[config.mk]
export PLATFORM = sky130hd
export DESIGN_NAME = ofcr_regs
export DESIGN_NICKNAME = d
export VERILOG_FILES = /design/src/inc/ofcr_pkg.sv /design/src/ofcr_regs.sv
export SDC_FILE = /design/constraint.sdc
export NUM_CORES = 1
export LEC_CHECK = 0
export ABC_CLOCK_PERIOD_IN_PS = 2900
export BUFFER_PORTS_ARGS = -buffer_cell sky130_fd_sc_hd__buf_2
export CELL_PAD_IN_SITES_DETAIL_PLACEMENT = 0
export CELL_PAD_IN_SITES_GLOBAL_PLACEMENT = 1
export CORE_AREA = 5 5 59 61
export CTS_CLUSTER_SIZE = 24
export DETAILED_ROUTE_END_ITERATION = 8
export DIE_AREA = 0 0 64 66
export PLACE_DENSITY_LB_ADDON = 0.1
export SLEW_MARGIN = 20
export SYNTH_ARGS = -nofsm -noshare
export SYNTH_HDL_FRONTEND = slang
export SYNTH_SLANG_ARGS = --single-unit
[constraint.sdc]
create_clock -name clk -period 2.9 [get_ports clk]
set_clock_uncertainty 0.2 [all_clocks]
set_input_delay 0.145 -clock clk [delete_from_list [all_inputs] [get_ports clk]]
set_output_delay 0.145 -clock clk [all_outputs]
set_load 0.01 [all_outputs]
[src/inc/ofcr_pkg.sv]
/*
  ofcr_pkg: shared constants and types for the output format configuration registers.
  Assumes a plain one-cycle register port on the single 200 MHz clock.
*/
package ofcr_pkg;

  // ****************************************
  // register offsets
  // ****************************************
  localparam logic [7:0] frame_clock_cfg_offset           = 8'h19;
  localparam logic [7:0] output_resolution_mapping_offset = 8'h1b;
  localparam logic [7:0] output_clock_delay_ctrl_offset   = 8'h1e;
  localparam logic [7:0] format_status_offset             = 8'h1c;

  // ****************************************
  // field positions
  // ****************************************
  localparam int frame_clock_source_pos       = 7;
  localparam int frame_clock_divide_pos       = 4;
  localparam int frame_clock_stretch_pos      = 0;
  localparam int mapper_enable_pos            = 7;
  localparam int wide_output_enable_pos       = 6;
  localparam int output_resolution_select_pos = 3;
  localparam int output_clock_delay_pos       = 4;

  // ****************************************
  // reset values and codes
  // ****************************************
  localparam logic [7:0] reg_reset_value = 8'h00;
  localparam logic [2:0] res_sel_18      = 3'h0;
  localparam logic [2:0] res_sel_16      = 3'h1;
  localparam logic [2:0] res_sel_14      = 3'h2;
  localparam logic [4:0] width_20        = 5'h14;
  localparam logic [4:0] width_18        = 5'h12;
  localparam logic [4:0] width_16        = 5'h10;
  localparam logic [4:0] width_14        = 5'h0e;
  // native converter resolution, used when nothing remaps it
  localparam logic [4:0] width_native    = 5'h0e;

  // ****************************************
  // types
  // ****************************************
  typedef enum logic [1:0] {ofcr_bypass, ofcr_real_decim, ofcr_complex_decim} ofcr_mode_type;

  typedef struct packed {
    logic [7:0] addr;
    logic [7:0] wdata;
    logic       wr;
    logic       rd;
  } ofcr_bus_type;

  typedef struct packed {
    logic       source;
    logic       divide;
    logic       stretch;
  } ofcr_frame_clock_type;

  typedef struct packed {
    logic       mapper_enable;
    logic       wide_output_enable;
    logic [2:0] output_resolution_select;
  } ofcr_map_type;

endpackage : ofcr_pkg

[src/ofcr_regs.sv]
/*
  ofcr_regs: register bank for the output formatter, with decoded output width.
  Assumes the register port master and the decimation mode come from logic on clk.
*/
// Decided for this implementation: the strobed register port.
`timescale 1ns/1ps

module ofcr_regs (
  // clock and reset
  input  wire logic                    clk,
  input  wire logic                    rstn,
  // register port
  input  wire ofcr_pkg::ofcr_bus_type  bus,
  output logic [7:0]                   rdata,
  // operating mode from the decimation path
  input  wire ofcr_pkg::ofcr_mode_type mode,
  // configuration towards the output formatter
  output ofcr_pkg::ofcr_frame_clock_type      frame_clock_cfg,
  output ofcr_pkg::ofcr_map_type       mapping_cfg,
  output logic [1:0]                   output_clock_delay,
  output logic [4:0]                   output_width
);

  // ****************************************
  // state
  // ****************************************
  typedef struct packed {
    ofcr_pkg::ofcr_frame_clock_type frame_clock;
    ofcr_pkg::ofcr_map_type  map;
    logic [1:0]              delay;
    logic [4:0]              width;
    logic [7:0]              rdata;
  } ofcr_state_type;

  ofcr_state_type state;
  ofcr_state_type next_state;

  // width chosen by the select field, falling back to a mode default on unused codes
  function automatic logic [4:0] ofcr_sel_width(input logic [2:0]  sel,
                                                input logic [4:0]  dflt);
    logic [4:0] w;
    w = dflt;
    case (sel)
      ofcr_pkg::res_sel_18: w = ofcr_pkg::width_18;
      ofcr_pkg::res_sel_16: w = ofcr_pkg::width_16;
      ofcr_pkg::res_sel_14: w = ofcr_pkg::width_14;
      default:              w = dflt;
    endcase
    return w;
  endfunction : ofcr_sel_width

  // ****************************************
  // next state
  // ****************************************
  always_comb begin
    next_state       = state;
    next_state.rdata = 8'h00;
    // register writes; reserved bits are dropped and read back as zero
    if (bus.wr) begin
      case (bus.addr)
        ofcr_pkg::frame_clock_cfg_offset: begin
          next_state.frame_clock.source  = bus.wdata[ofcr_pkg::frame_clock_source_pos];
          next_state.frame_clock.divide  = bus.wdata[ofcr_pkg::frame_clock_divide_pos];
          next_state.frame_clock.stretch = bus.wdata[ofcr_pkg::frame_clock_stretch_pos];
        end
        ofcr_pkg::output_resolution_mapping_offset: begin
          next_state.map.mapper_enable      = bus.wdata[ofcr_pkg::mapper_enable_pos];
          next_state.map.wide_output_enable = bus.wdata[ofcr_pkg::wide_output_enable_pos];
          next_state.map.output_resolution_select =
            bus.wdata[ofcr_pkg::output_resolution_select_pos +: 3];
        end
        ofcr_pkg::output_clock_delay_ctrl_offset: begin
          next_state.delay = bus.wdata[ofcr_pkg::output_clock_delay_pos +: 2];
        end
        default: begin
        end
      endcase
    end
    // effective width from the current settings and mode
    if (state.map.wide_output_enable) begin
      next_state.width = ofcr_pkg::width_20;
    end else begin
      case (mode)
        ofcr_pkg::ofcr_bypass: begin
          // select is ignored until software opens the mapper
          if (state.map.mapper_enable) begin
            next_state.width = ofcr_sel_width(state.map.output_resolution_select,
                                              ofcr_pkg::width_native);
          end else begin
            next_state.width = ofcr_pkg::width_native;
          end
        end
        ofcr_pkg::ofcr_real_decim: begin
          next_state.width = ofcr_sel_width(state.map.output_resolution_select,
                                            ofcr_pkg::width_18);
        end
        ofcr_pkg::ofcr_complex_decim: begin
          // code zero means "default" here, so the reset value keeps 16 bits
          if (state.map.output_resolution_select == ofcr_pkg::res_sel_18) begin
            next_state.width = ofcr_pkg::width_16;
          end else begin
            next_state.width = ofcr_sel_width(state.map.output_resolution_select,
                                              ofcr_pkg::width_16);
          end
        end
        default: next_state.width = ofcr_pkg::width_native;
      endcase
    end
    // read data stands one cycle after the read strobe
    if (bus.rd) begin
      case (bus.addr)
        ofcr_pkg::frame_clock_cfg_offset: begin
          next_state.rdata[ofcr_pkg::frame_clock_source_pos]  = state.frame_clock.source;
          next_state.rdata[ofcr_pkg::frame_clock_divide_pos]  = state.frame_clock.divide;
          next_state.rdata[ofcr_pkg::frame_clock_stretch_pos] = state.frame_clock.stretch;
        end
        ofcr_pkg::output_resolution_mapping_offset: begin
          next_state.rdata[ofcr_pkg::mapper_enable_pos]      = state.map.mapper_enable;
          next_state.rdata[ofcr_pkg::wide_output_enable_pos] = state.map.wide_output_enable;
          next_state.rdata[ofcr_pkg::output_resolution_select_pos +: 3] =
            state.map.output_resolution_select;
        end
        ofcr_pkg::output_clock_delay_ctrl_offset: begin
          next_state.rdata[ofcr_pkg::output_clock_delay_pos +: 2] = state.delay;
        end
        ofcr_pkg::format_status_offset: begin
          next_state.rdata = {3'h0, state.width}; // live effective width
        end
        default: next_state.rdata = 8'h00;
      endcase
    end
  end

  // ****************************************
  // registers
  // ****************************************
  always_ff @(posedge clk) begin
    if (!rstn) begin
      state <= '0;
    end else begin
      state <= next_state;
    end
  end

  // outputs straight from the state flops
  assign rdata              = state.rdata;
  assign frame_clock_cfg    = state.frame_clock;
  assign mapping_cfg        = state.map;
  assign output_clock_delay = state.delay;
  assign output_width       = state.width;

  // ****************************************
  // assertions
  // ****************************************
  property p_mapper_gate;
    @(posedge clk) disable iff (!rstn)
      (mode == ofcr_pkg::ofcr_bypass && !state.map.mapper_enable
       && !state.map.wide_output_enable) |=> (output_width == ofcr_pkg::width_native);
  endproperty
  a_mapper_gate: assert property (p_mapper_gate) else $error("bypass width moved without mapper");

  property p_wide_no_mapper;
    @(posedge clk) disable iff (!rstn)
      (state.map.wide_output_enable && !state.map.mapper_enable)
      |=> (output_width == ofcr_pkg::width_20);
  endproperty
  a_wide_no_mapper: assert property (p_wide_no_mapper) else $error("20-bit needs no mapper");

  property p_wide_write;
    @(posedge clk) disable iff (!rstn)
      (bus.wr && bus.addr == ofcr_pkg::output_resolution_mapping_offset
       && bus.wdata[ofcr_pkg::wide_output_enable_pos])
      |=> ##1 (output_width == ofcr_pkg::width_20);
  endproperty
  a_wide_write: assert property (p_wide_write) else $error("wide bit did not give 20 bits");

  property p_sel_14;
    @(posedge clk) disable iff (!rstn)
      (!state.map.wide_output_enable && mode != ofcr_pkg::ofcr_bypass
       && state.map.output_resolution_select == ofcr_pkg::res_sel_14)
      |=> (output_width == ofcr_pkg::width_14);
  endproperty
  a_sel_14: assert property (p_sel_14) else $error("select 010 did not give 14 bits");

  property p_real_default;
    @(posedge clk) disable iff (!rstn)
      (!state.map.wide_output_enable && mode == ofcr_pkg::ofcr_real_decim
       && state.map.output_resolution_select == ofcr_pkg::res_sel_18)
      |=> (output_width == ofcr_pkg::width_18);
  endproperty
  a_real_default: assert property (p_real_default) else $error("real default not 18 bits");

  property p_complex_default;
    @(posedge clk) disable iff (!rstn)
      (!state.map.wide_output_enable && mode == ofcr_pkg::ofcr_complex_decim
       && state.map.output_resolution_select[2:1] == 2'h0)
      |=> (output_width == ofcr_pkg::width_16);
  endproperty
  a_complex_default: assert property (p_complex_default) else $error("complex not 16 bits");

  property p_delay_write;
    @(posedge clk) disable iff (!rstn)
      (bus.wr && bus.addr == ofcr_pkg::output_clock_delay_ctrl_offset)
      |=> (output_clock_delay == $past(bus.wdata[5:4]));
  endproperty
  a_delay_write: assert property (p_delay_write) else $error("clock delay not stored");

  property p_reset_clear;
    @(posedge clk) !rstn |=> (mapping_cfg == '0 && output_clock_delay == 2'h0
                              && frame_clock_cfg == '0 && rdata == 8'h00);
  endproperty
  a_reset_clear: assert property (p_reset_clear) else $error("fields not cleared on reset");

  c_bypass_mapped: cover property (@(posedge clk) disable iff (!rstn)
    mode == ofcr_pkg::ofcr_bypass && state.map.mapper_enable ##1 output_width == 5'h10);
  c_wide: cover property (@(posedge clk) disable iff (!rstn) output_width == 5'h14);
  c_delay_max: cover property (@(posedge clk) disable iff (!rstn) output_clock_delay == 2'h3);
  c_status_read: cover property (@(posedge clk) disable iff (!rstn)
    bus.rd && bus.addr == 8'h1c ##1 rdata != 8'h00);

endmodule : ofcr_regs

Word-level counts from Yosys, hierarchy flattened
Cells that the tools add are included.
{"block": "classes", "n_bitwise": 1, "reduce_logical": 9, "mux": 12, "eq_ne": 8}
{"cell": "== test 8 x 5 -> 1 bit (second input constant)", "n": 4}
{"cell": "2-to-1 mux 5 bit", "n": 4}
{"cell": "case mux 5 bit (2 select lines)", "n": 2}
{"cell": "case mux 5 bit (3 select lines)", "n": 1}
{"cell": "case mux 1 bit (2 select lines)", "n": 4}
{"cell": "AND reduction 2 bit", "n": 4}
{"cell": "AND reduction 3 bit", "n": 2}
{"cell": "case mux 1 bit (4 select lines)", "n": 1}
{"cell": "== test 3 x 1 -> 1 bit (second input constant)", "n": 1}
{"cell": "== test 3 x 2 -> 1 bit (second input constant)", "n": 1}
{"cell": "zero test 3 bit", "n": 1}
{"cell": "== test 2 x 1 -> 1 bit (second input constant)", "n": 1}
{"cell": "== test 2 bit (second input constant)", "n": 1}
{"cell": "zero test 2 bit", "n": 1}
{"cell": "OR reduction 2 bit", "n": 1}
{"cell": "inverter 1 bit", "n": 1}
{"block": "totals", "reg_bits": 23, "out_inout_bits": 23, "word_cells": 42}

Longest topological paths before layout
Gate-level depths: netlist (run 1).
{"block": "depth", "ltp_word": 5, "ltp_mapped": 4, "ltp_nobuf": 3}

Worst setup path before layout (run 1)
No wires, ideal clock.
{"block": "synth_timing", "path_type": "flip-flop to flip-flop", "start": "register state (netlist bit mapping_cfg[2])", "end": "register state (netlist bit output_width[2])", "arrival_time_ns": 1.002, "setup_slack_ns": 1.561, "stages_incl_launch_ff": 4, "t_required_ns": 2.563, "path_cell_list": "dfxtp_1 -> nand2b_1 -> a221oi_1 -> a21boi_0"}
{"block": "synth_between", "elab_chain_cells": 5, "elab_cells_between_ends": 10, "classes_between": "2 x eq/ne; 7 x mux; 1 x reduce/logical"}
{"element": "start, declared", "line": "ofcr_regs.sv:35", "text": "ofcr_state_type state;"}
{"element": "start signal, assigned", "line": "ofcr_regs.sv:141", "text": "state <= next_state;"}
{"element": "== test 3 x 1 -> 1 bit (tied with other cells)", "line": "ofcr_regs.sv:43", "text": "case (sel)"}
{"element": "case mux 5 bit (2 select lines) or 2-to-1 mux 5 bit (tied branches)"}
{"element": "2-to-1 mux 5 bit (on tied branches)", "line": "ofcr_regs.sv:86, ofcr_regs.sv:99"}
{"element": "case mux 5 bit (3 select lines) *", "line": "ofcr_regs.sv:83", "text": "case (mode)"}
{"element": "2-to-1 mux 5 bit *", "line": "ofcr_regs.sv:80", "text": "if (state.map.wide_output_enable) begin"}
Every way passes the cells marked *; elsewhere a longest branch is shown, timed or not.
A chain may end at the register's enable or synchronous reset.

Final worst setup path (run 1)
{"block": "layout_timing", "start": "input bus[12] in the netlist's numbering", "end": "register state (netlist bit rdata[3])"}
{"block": "layout_between", "elab_chain_cells": 2, "elab_cells_between_ends": 3, "classes_between": "2 x eq/ne; 1 x mux"}
{"element": "start, declared", "line": "ofcr_regs.sv:13", "text": "input wire ofcr_pkg::ofcr_bus_type bus,"}
{"element": "== test 8 x 5 -> 1 bit", "line": "ofcr_regs.sv:111", "text": "case (bus.addr)"}
{"element": "case mux 1 bit (2 select lines) *", "line": "ofcr_regs.sv:111"}
Marked as above.

==> flow_metrics.py, run 1 <==
metrics = {
    "logic_synthesis": {
        "syn_nets": 118,
        "netlist_area_um2": 939.7,
        "yosysSeqAreaShare_pct": 46.87,
        "ys_types": 33,
        "yosys_warnings": 0,
        "synth_area_per_cell_um2": 9.788,
        "ys_ff_latch": 22,
        "postSynthCellCount": 96,
    },
    "drt": {
        "dr.pass1.iters": 4,
        "wl_per_cell_um": 12.71,
        "drc": 0,
        "vias": 822,
        "routed_wl_um": 2287,
        "via_per_inst": 4.567,
        "ant_nets": 0,
        "first_iter_violations": 10,
    },
    "timing": {
        "fin_crit_sh_pct": 61.39,
        "period_needed_ns": 1.780,
        "grt_setup_unrepaired": "false",
        "setup_tns_ns": 0,
        "fmax_mhz": 561.7,
        "hold_ws_ns": 0.01852,
        "slew_viol_final": 0,
        "hold_viol_final": 0,
        "setup_viol": 0,
    },
    "worst_setup_path": {
        "critPathMaxFanout": 6,
        "critPathLaunchType": "primary input",
        "crit_arrival_ns": 1.84,
        "slowest_delay_ns": 0.56,
        "crit_buf_inv": 3,
        "r2r_cells": 3,
        "critical_path_cell_count": 6,
        "worstSetupEndpoint": "rdata[3]",
        "cp-startpoint": "bus[12]",
        "worstSetupPathType": "primary input to flop",
        "cp_common_cell": "dlygate4sd3_1",
        "rrSetupSlack_ns": 1.40,
        "r2r_start": "mapping_cfg[2]",
        "crit_chain": "dlygate4sd3_1, buf_2, nor2b_2, nand3_1, dlygate4sd3_1, a21boi_1",
        "slowest_stage": "dlygate4sd3_1",
        "cp.required_ns": 2.96,
        "r2r_end": "output_width[2]",
        "crit_path_end_kind": "flop",
        "path_delay_family": "buffers and inverters",
    },
    "floorplan": {
        "die_width_um": 64,
        "die_height_um": 66,
        "rows": 20,
        "io_pins": 45,
        "coreArea_mm2": 0.002928,
        "start_util_pct": 32.09,
        "die-area_mm2": 0.004224,
    },
    "power_and_ir_drop": {
        "vdd.ir_drop.worst_mv": 0.2992,
        "power_density_mw_per_mm2": 458.4,
        "p_leak_nw": 0.6732,
    },
    "clock_network": {
        "cts.path.max_buffers": 2,
        "cts_setup_buffers": 0,
        "cts_tree": "yes",
        "cts-htree-levels": 1,
        "cts_buffers": 3,
        "insertion_delay_ns": 0.32,
        "clk_pin_slew_ns": 0.14,
        "ctsRootBufferMaster": "clkbuf_4",
        "clkSinkCount": 22,
    },
    "final_layout": {
        "seq_area_um2": 440.4,
        "drive_above_1_share_pct": 34.01,
        "n_fill_cell": 290,
        "areaGrowthSynthToFinish_pct": 40.61,
        "final_nets": 170,
        "design_area_mm2": 0.001321,
        "antenna_cells": 0,
        "multiInputGateArea_um2": 460.4,
    },
    "placement": {
        "gp_congestion": 0.6715,
        "dp_hpwl_um": 1719,
        "io_buffers": 41,
        "place_area_mm2": 0.001159,
    },
    "grt": {
        "antenna_found_initial": 0,
        "grt_usage_pct": 11.61,
        "first_global_vias": 842,
        "gr-total-overflow": 0,
        "grt_pass1_wl_um": 3870,
        "grt_max_degree": 21,
    },
    "hold_path": {
        "worstHoldPathType": "primary input to flop",
    },
    "outcome": {
        "status": "finished clean",
    },
    "flow_run": {
        "maxCapViolations": 0,
    },
}
-- routing by layer --
metal  wire (µm)  global-route usage (%)  vias up
li1            -                       -      436
met1        1081                   14.36      362
met2        1057                   18.97       20
met3         119                   3.061        4
met4          29                   4.675        0
met5           0                       0        -
-- through the flow --
| step | util (%) | setup WS [ns] | instances | power [mW] |
|---|---|---|---|---|
| finish | 45.13 | 1.120 | 180 | 0.6057 |
| global route | 45.13 | 1.019 | 180 | 0.6247 |
| CTS | 45.13 | 1.122 | 180 | 0.6098 |
| detailed placement | 39.57 | 1.410 | 165 | 0.3618 |
| global placement | 39.57 | 1.406 | 165 | 0.3607 |
| floorplan | - | 1.561 | 96 | 0.3406 |
-- registers in the layout, summed over array words and instances, names as in the netlist --
name	flops
frame_clock_cfg	3
output_clock_delay	2
output_width	4
rdata	8
mapping_cfg	5
-- final cells by class --
cell class                      instances  share of cell area [%]
Clock buffer                            3                   1.705
Clock inverter                          1                   2.273
Tap cell                               33                   3.125
Sequential cell                        22                   33.33
Timing Repair Buffer                   52                   23.86
Inverter                                3                  0.8523
Multi-Input combinational cell         66                   34.85
-- kinds of logic (layout without fill, tap and decap cells) --
kind of cell	Yosys count	count (layout)	share of synthesized area [%]
flops	22	22	46.87
buf+inv	8	59	4.128
simple gates	42	42	26.10
compound gates	10	10	8.391
mux	13	13	14.11
other cells	1	1	0.3991
-- cell usage in the layout, fill, tap and decap left out, types with 2 or more instances in the layout --
cell type / synthesis / routed
nor2_1: 4 / 4
mux2_2: 2 / 2
mux2i_1: 11 / 11
and2_1: 2 / 2
clkbuf_4: 0 / 3
dlygate4sd3_1: 0 / 11
dfxtp_1: 22 / 22
buf_2: 4 / 41
and4b_1: 3 / 3
inv_1: 3 / 3
nand2b_1: 2 / 2
nand2_1: 18 / 18
and3_1: 3 / 3
-- cells in the mapped netlist (all sizes together) --
cell type	count	area, µm²
nor2b	2	15.02
and4bb	1	12.51
nand3b	1	7.510
inv	3	11.26
a22o	1	8.760
o31ai	1	7.510
and3	3	18.77
o2bb2ai	1	8.760
a311oi	1	8.760
and4b	4	43.79
dfxtp	22	440.4
and2b	1	7.510
and2	2	12.51
o21a	1	7.510
a21boi	2	15.02
buf	5	27.53
mux2	2	22.52
nand3	1	5.000
a211oi	1	7.510
a221oi	1	8.760
nand4	2	18.77
mux2i	11	110.1
conb	1	3.750
o22ai	1	6.260
and4	1	8.760
nand2	18	67.56
nor2	4	15.01
nand2b	2	12.51
-- repair_timing --
item / CTS / global route
hold endpoints to repair: 14 / 0
setup endpoints to repair: 0 / 0
resized for setup: 0 / 0
hold buffers: 11 / 0
-- power by group --
group          internal, mW  leakage [nW]  switching [mW]
sequential            0.306         0.178         0.00188
combinational        0.0302         0.467          0.0267
clock                 0.140        0.0279           0.101
total                 0.476         0.673           0.130
-- how the worst min path moves through the flow --
stage                            to  startpoint  depth (start not counted)  slack [ns]
floorplan            mapping_cfg[0]      bus[5]                          2        0.08
global placement     mapping_cfg[3]      bus[8]                          3        0.19
detailed placement   mapping_cfg[0]      bus[5]                          3        0.20
CTS                 output_width[4]        rstn                          2        0.01
global route        output_width[4]        rstn                          2        0.03
finish              output_width[4]        rstn                          2        0.02
-- worst reg2reg max path, cell delays in order, from the launching register on --
cell	delay (ns)
dfxtp_1	0.39
nand2b_1	0.16
a221oi_1	0.47
a21boi_0	0.16
No activity file was read; power rests on OpenSTA's default activity.
==> run 2: changes to the inputs <==
ABC_CLOCK_PERIOD_IN_PS = 1550   (was 2900)
CORE_AREA = 5 5 63 65   (was 5 5 59 61)
DIE_AREA = 0 0 68 70   (was 0 0 64 66)
clock period = 1.55 ns   (was 2.9 ns; I/O delays follow)
==> run 2 against run 1 <==
Hold slack improved by 0.011 ns. Cell count increased by 8.9%. Largest cell class unchanged. Sequential share of layout area decreased by 0.59 points. Via count increased by 1.5%. Setup slack got worse by 1.0 ns. Count of clock-buffer cells in the layout unchanged. Routed wire length increased by 4.3%. Power increased by 54%. Core utilization decreased by 4.2 points. Flip-flop and latch count unchanged. Register-to-register slack got worse by 1.2 ns.
==> flow_metrics.py, run 2 (synthesis results as in run 1) <==
metrics = {
    "floorplan": {
        "die_width_um": 68,
        "die-area_mm2": 0.004760,
        "start_util_pct": 28.61,
        "die_height_um": 70,
        "rows": 21,
        "coreArea_mm2": 0.003284,
        "io_pins": 45,
    },
    "final_layout": {
        "multiInputGateArea_um2": 467.9,
        "antenna_cells": 0,
        "n_fill_cell": 353,
        "design_area_mm2": 0.001345,
        "areaGrowthSynthToFinish_pct": 43.14,
        "final_common_cell": "buf_2",
        "seq_area_um2": 440.4,
        "fin_util_pct": 40.95,
        "mostFrequentLayoutCells": "buf_2, dfxtp_1, nand2_1, mux2i_1, dlygate4sd3_1",
        "drive_above_1_share_pct": 36.67,
        "largest_reg_flops": 8,
        "final_nets": 174,
    },
    "clock_network": {
        "cts.path.max_buffers": 2,
        "ctsRootBufferMaster": "clkbuf_4",
        "clk_pin_slew_ns": 0.11,
        "clkSinkCount": 22,
        "cts_tree": "yes",
        "insertion_delay_ns": 0.29,
        "cts_buffers": 3,
        "cts-htree-levels": 1,
    },
    "hold_path": {
        "worstHoldPathType": "primary input to flop",
    },
    "flow_run": {
        "maxCapViolations": 0,
    },
    "drt": {
        "routed_wl_um": 2386,
        "first_iter_violations": 25,
        "drc": 0,
        "dr.pass1.iters": 3,
        "wl_per_cell_um": 12.17,
        "vias": 834,
        "ant_nets": 0,
        "via_per_inst": 4.255,
    },
    "grt": {
        "antenna_found_initial": 0,
        "gr-total-overflow": 0,
        "grt_usage_pct": 10.69,
        "first_global_vias": 899,
        "grt_max_degree": 20,
        "grt_pass1_wl_um": 4050,
    },
    "worst_setup_path": {
        "rrSetupSlack_ns": 0.21,
        "crit_path_end_kind": "flop",
        "critPathLaunchType": "primary input",
        "worstSetupPathType": "primary input to flop",
        "crit_arrival_ns": 1.51,
        "cp.required_ns": 1.58,
        "critPathMaxFanout": 6,
    },
    "timing": {
        "period_needed_ns": 1.478,
        "slew_viol_final": 0,
        "setup_tns_ns": 0,
        "setup_viol": 0,
        "grt_setup_unrepaired": "false",
        "hold_viol_final": 0,
        "fmax_mhz": 676.4,
        "fin_crit_sh_pct": 95.38,
    },
    "placement": {
        "io_buffers": 41,
        "place_area_mm2": 0.001205,
        "dp_hpwl_um": 1837,
        "gp_congestion": 0.7107,
    },
    "power_and_ir_drop": {
        "power_density_mw_per_mm2": 694.6,
        "vdd.ir_drop.worst_mv": 0.2924,
        "p_leak_nw": 0.6855,
    },
    "outcome": {
        "status": "finished clean",
    },
}
-- run 2: report_power, final --
| part | internal (mW) | total [mW] | switching, mW |
|---|---|---|---|
| Sequential | 0.572 | 0.576 | 0.00352 |
| Clock | 0.0904 | 0.246 | 0.156 |
| Combinational | 0.0608 | 0.112 | 0.0515 |
-- run 2: timing repair --
action | in CTS | in global routing
hold buffers | 11 | 0
endpoints found under the hold margin | 17 | 0
gates resized for setup | 0 | 2
endpoints found under the setup margin | 0 | 3
setup buffers | 0 | 0
-- run 2: through the flow --
step	setup WS [ns]	instances	hold slack [ns]	total power, mW
after floorplan	0.2115	96	0.01631	0.6373
after global placement	0.1149	182	0.1203	0.6782
after detailed placement	0.1182	182	0.1268	0.6795
after CTS	0.05128	196	0.01616	0.9495
after global routing	0.02662	196	0.01716	0.9943
final	0.07163	196	0.02940	0.9343
-- run 2: path summary, 6_finish.rpt --
check / start / end / depth (start not counted)
max: bus[12] / frame_clock_cfg[1] / 5
min: bus[16] / output_clock_delay[0] / 4
max reg2reg: mapping_cfg[2] / output_width[2] / 3
min reg2reg: frame_clock_cfg[0] / frame_clock_cfg[0] / 2
-- run 2: routing by layer --
metal / vias up / part of all wire, % / GRT usage, %
li1: 443 / - / -
met5: - / 0 / 0
met3: 2 / 4.5 / 2.404
met4: 0 / 0.59 / 2.649
met1: 370 / 45 / 13.49
met2: 19 / 49 / 17.99
-- run 2: area by class of cell --
| type | instances | area share (%) |
|---|---|---|
| flip-flops and latches | 22 | 32.74 |
| multi-input cells | 66 | 34.79 |
| clock buffers | 3 | 1.674 |
| inverters | 3 | 0.8372 |
| repair buffers | 56 | 25.67 |
| well taps | 46 | 4.279 |
-- run 2: critical path, cell delays in order --
cell and delay [ns]:
dlygate4sd3_1 0.53, buf_2 0.14, nor2b_2 0.24, and4b_2 0.34, mux2i_1 0.18
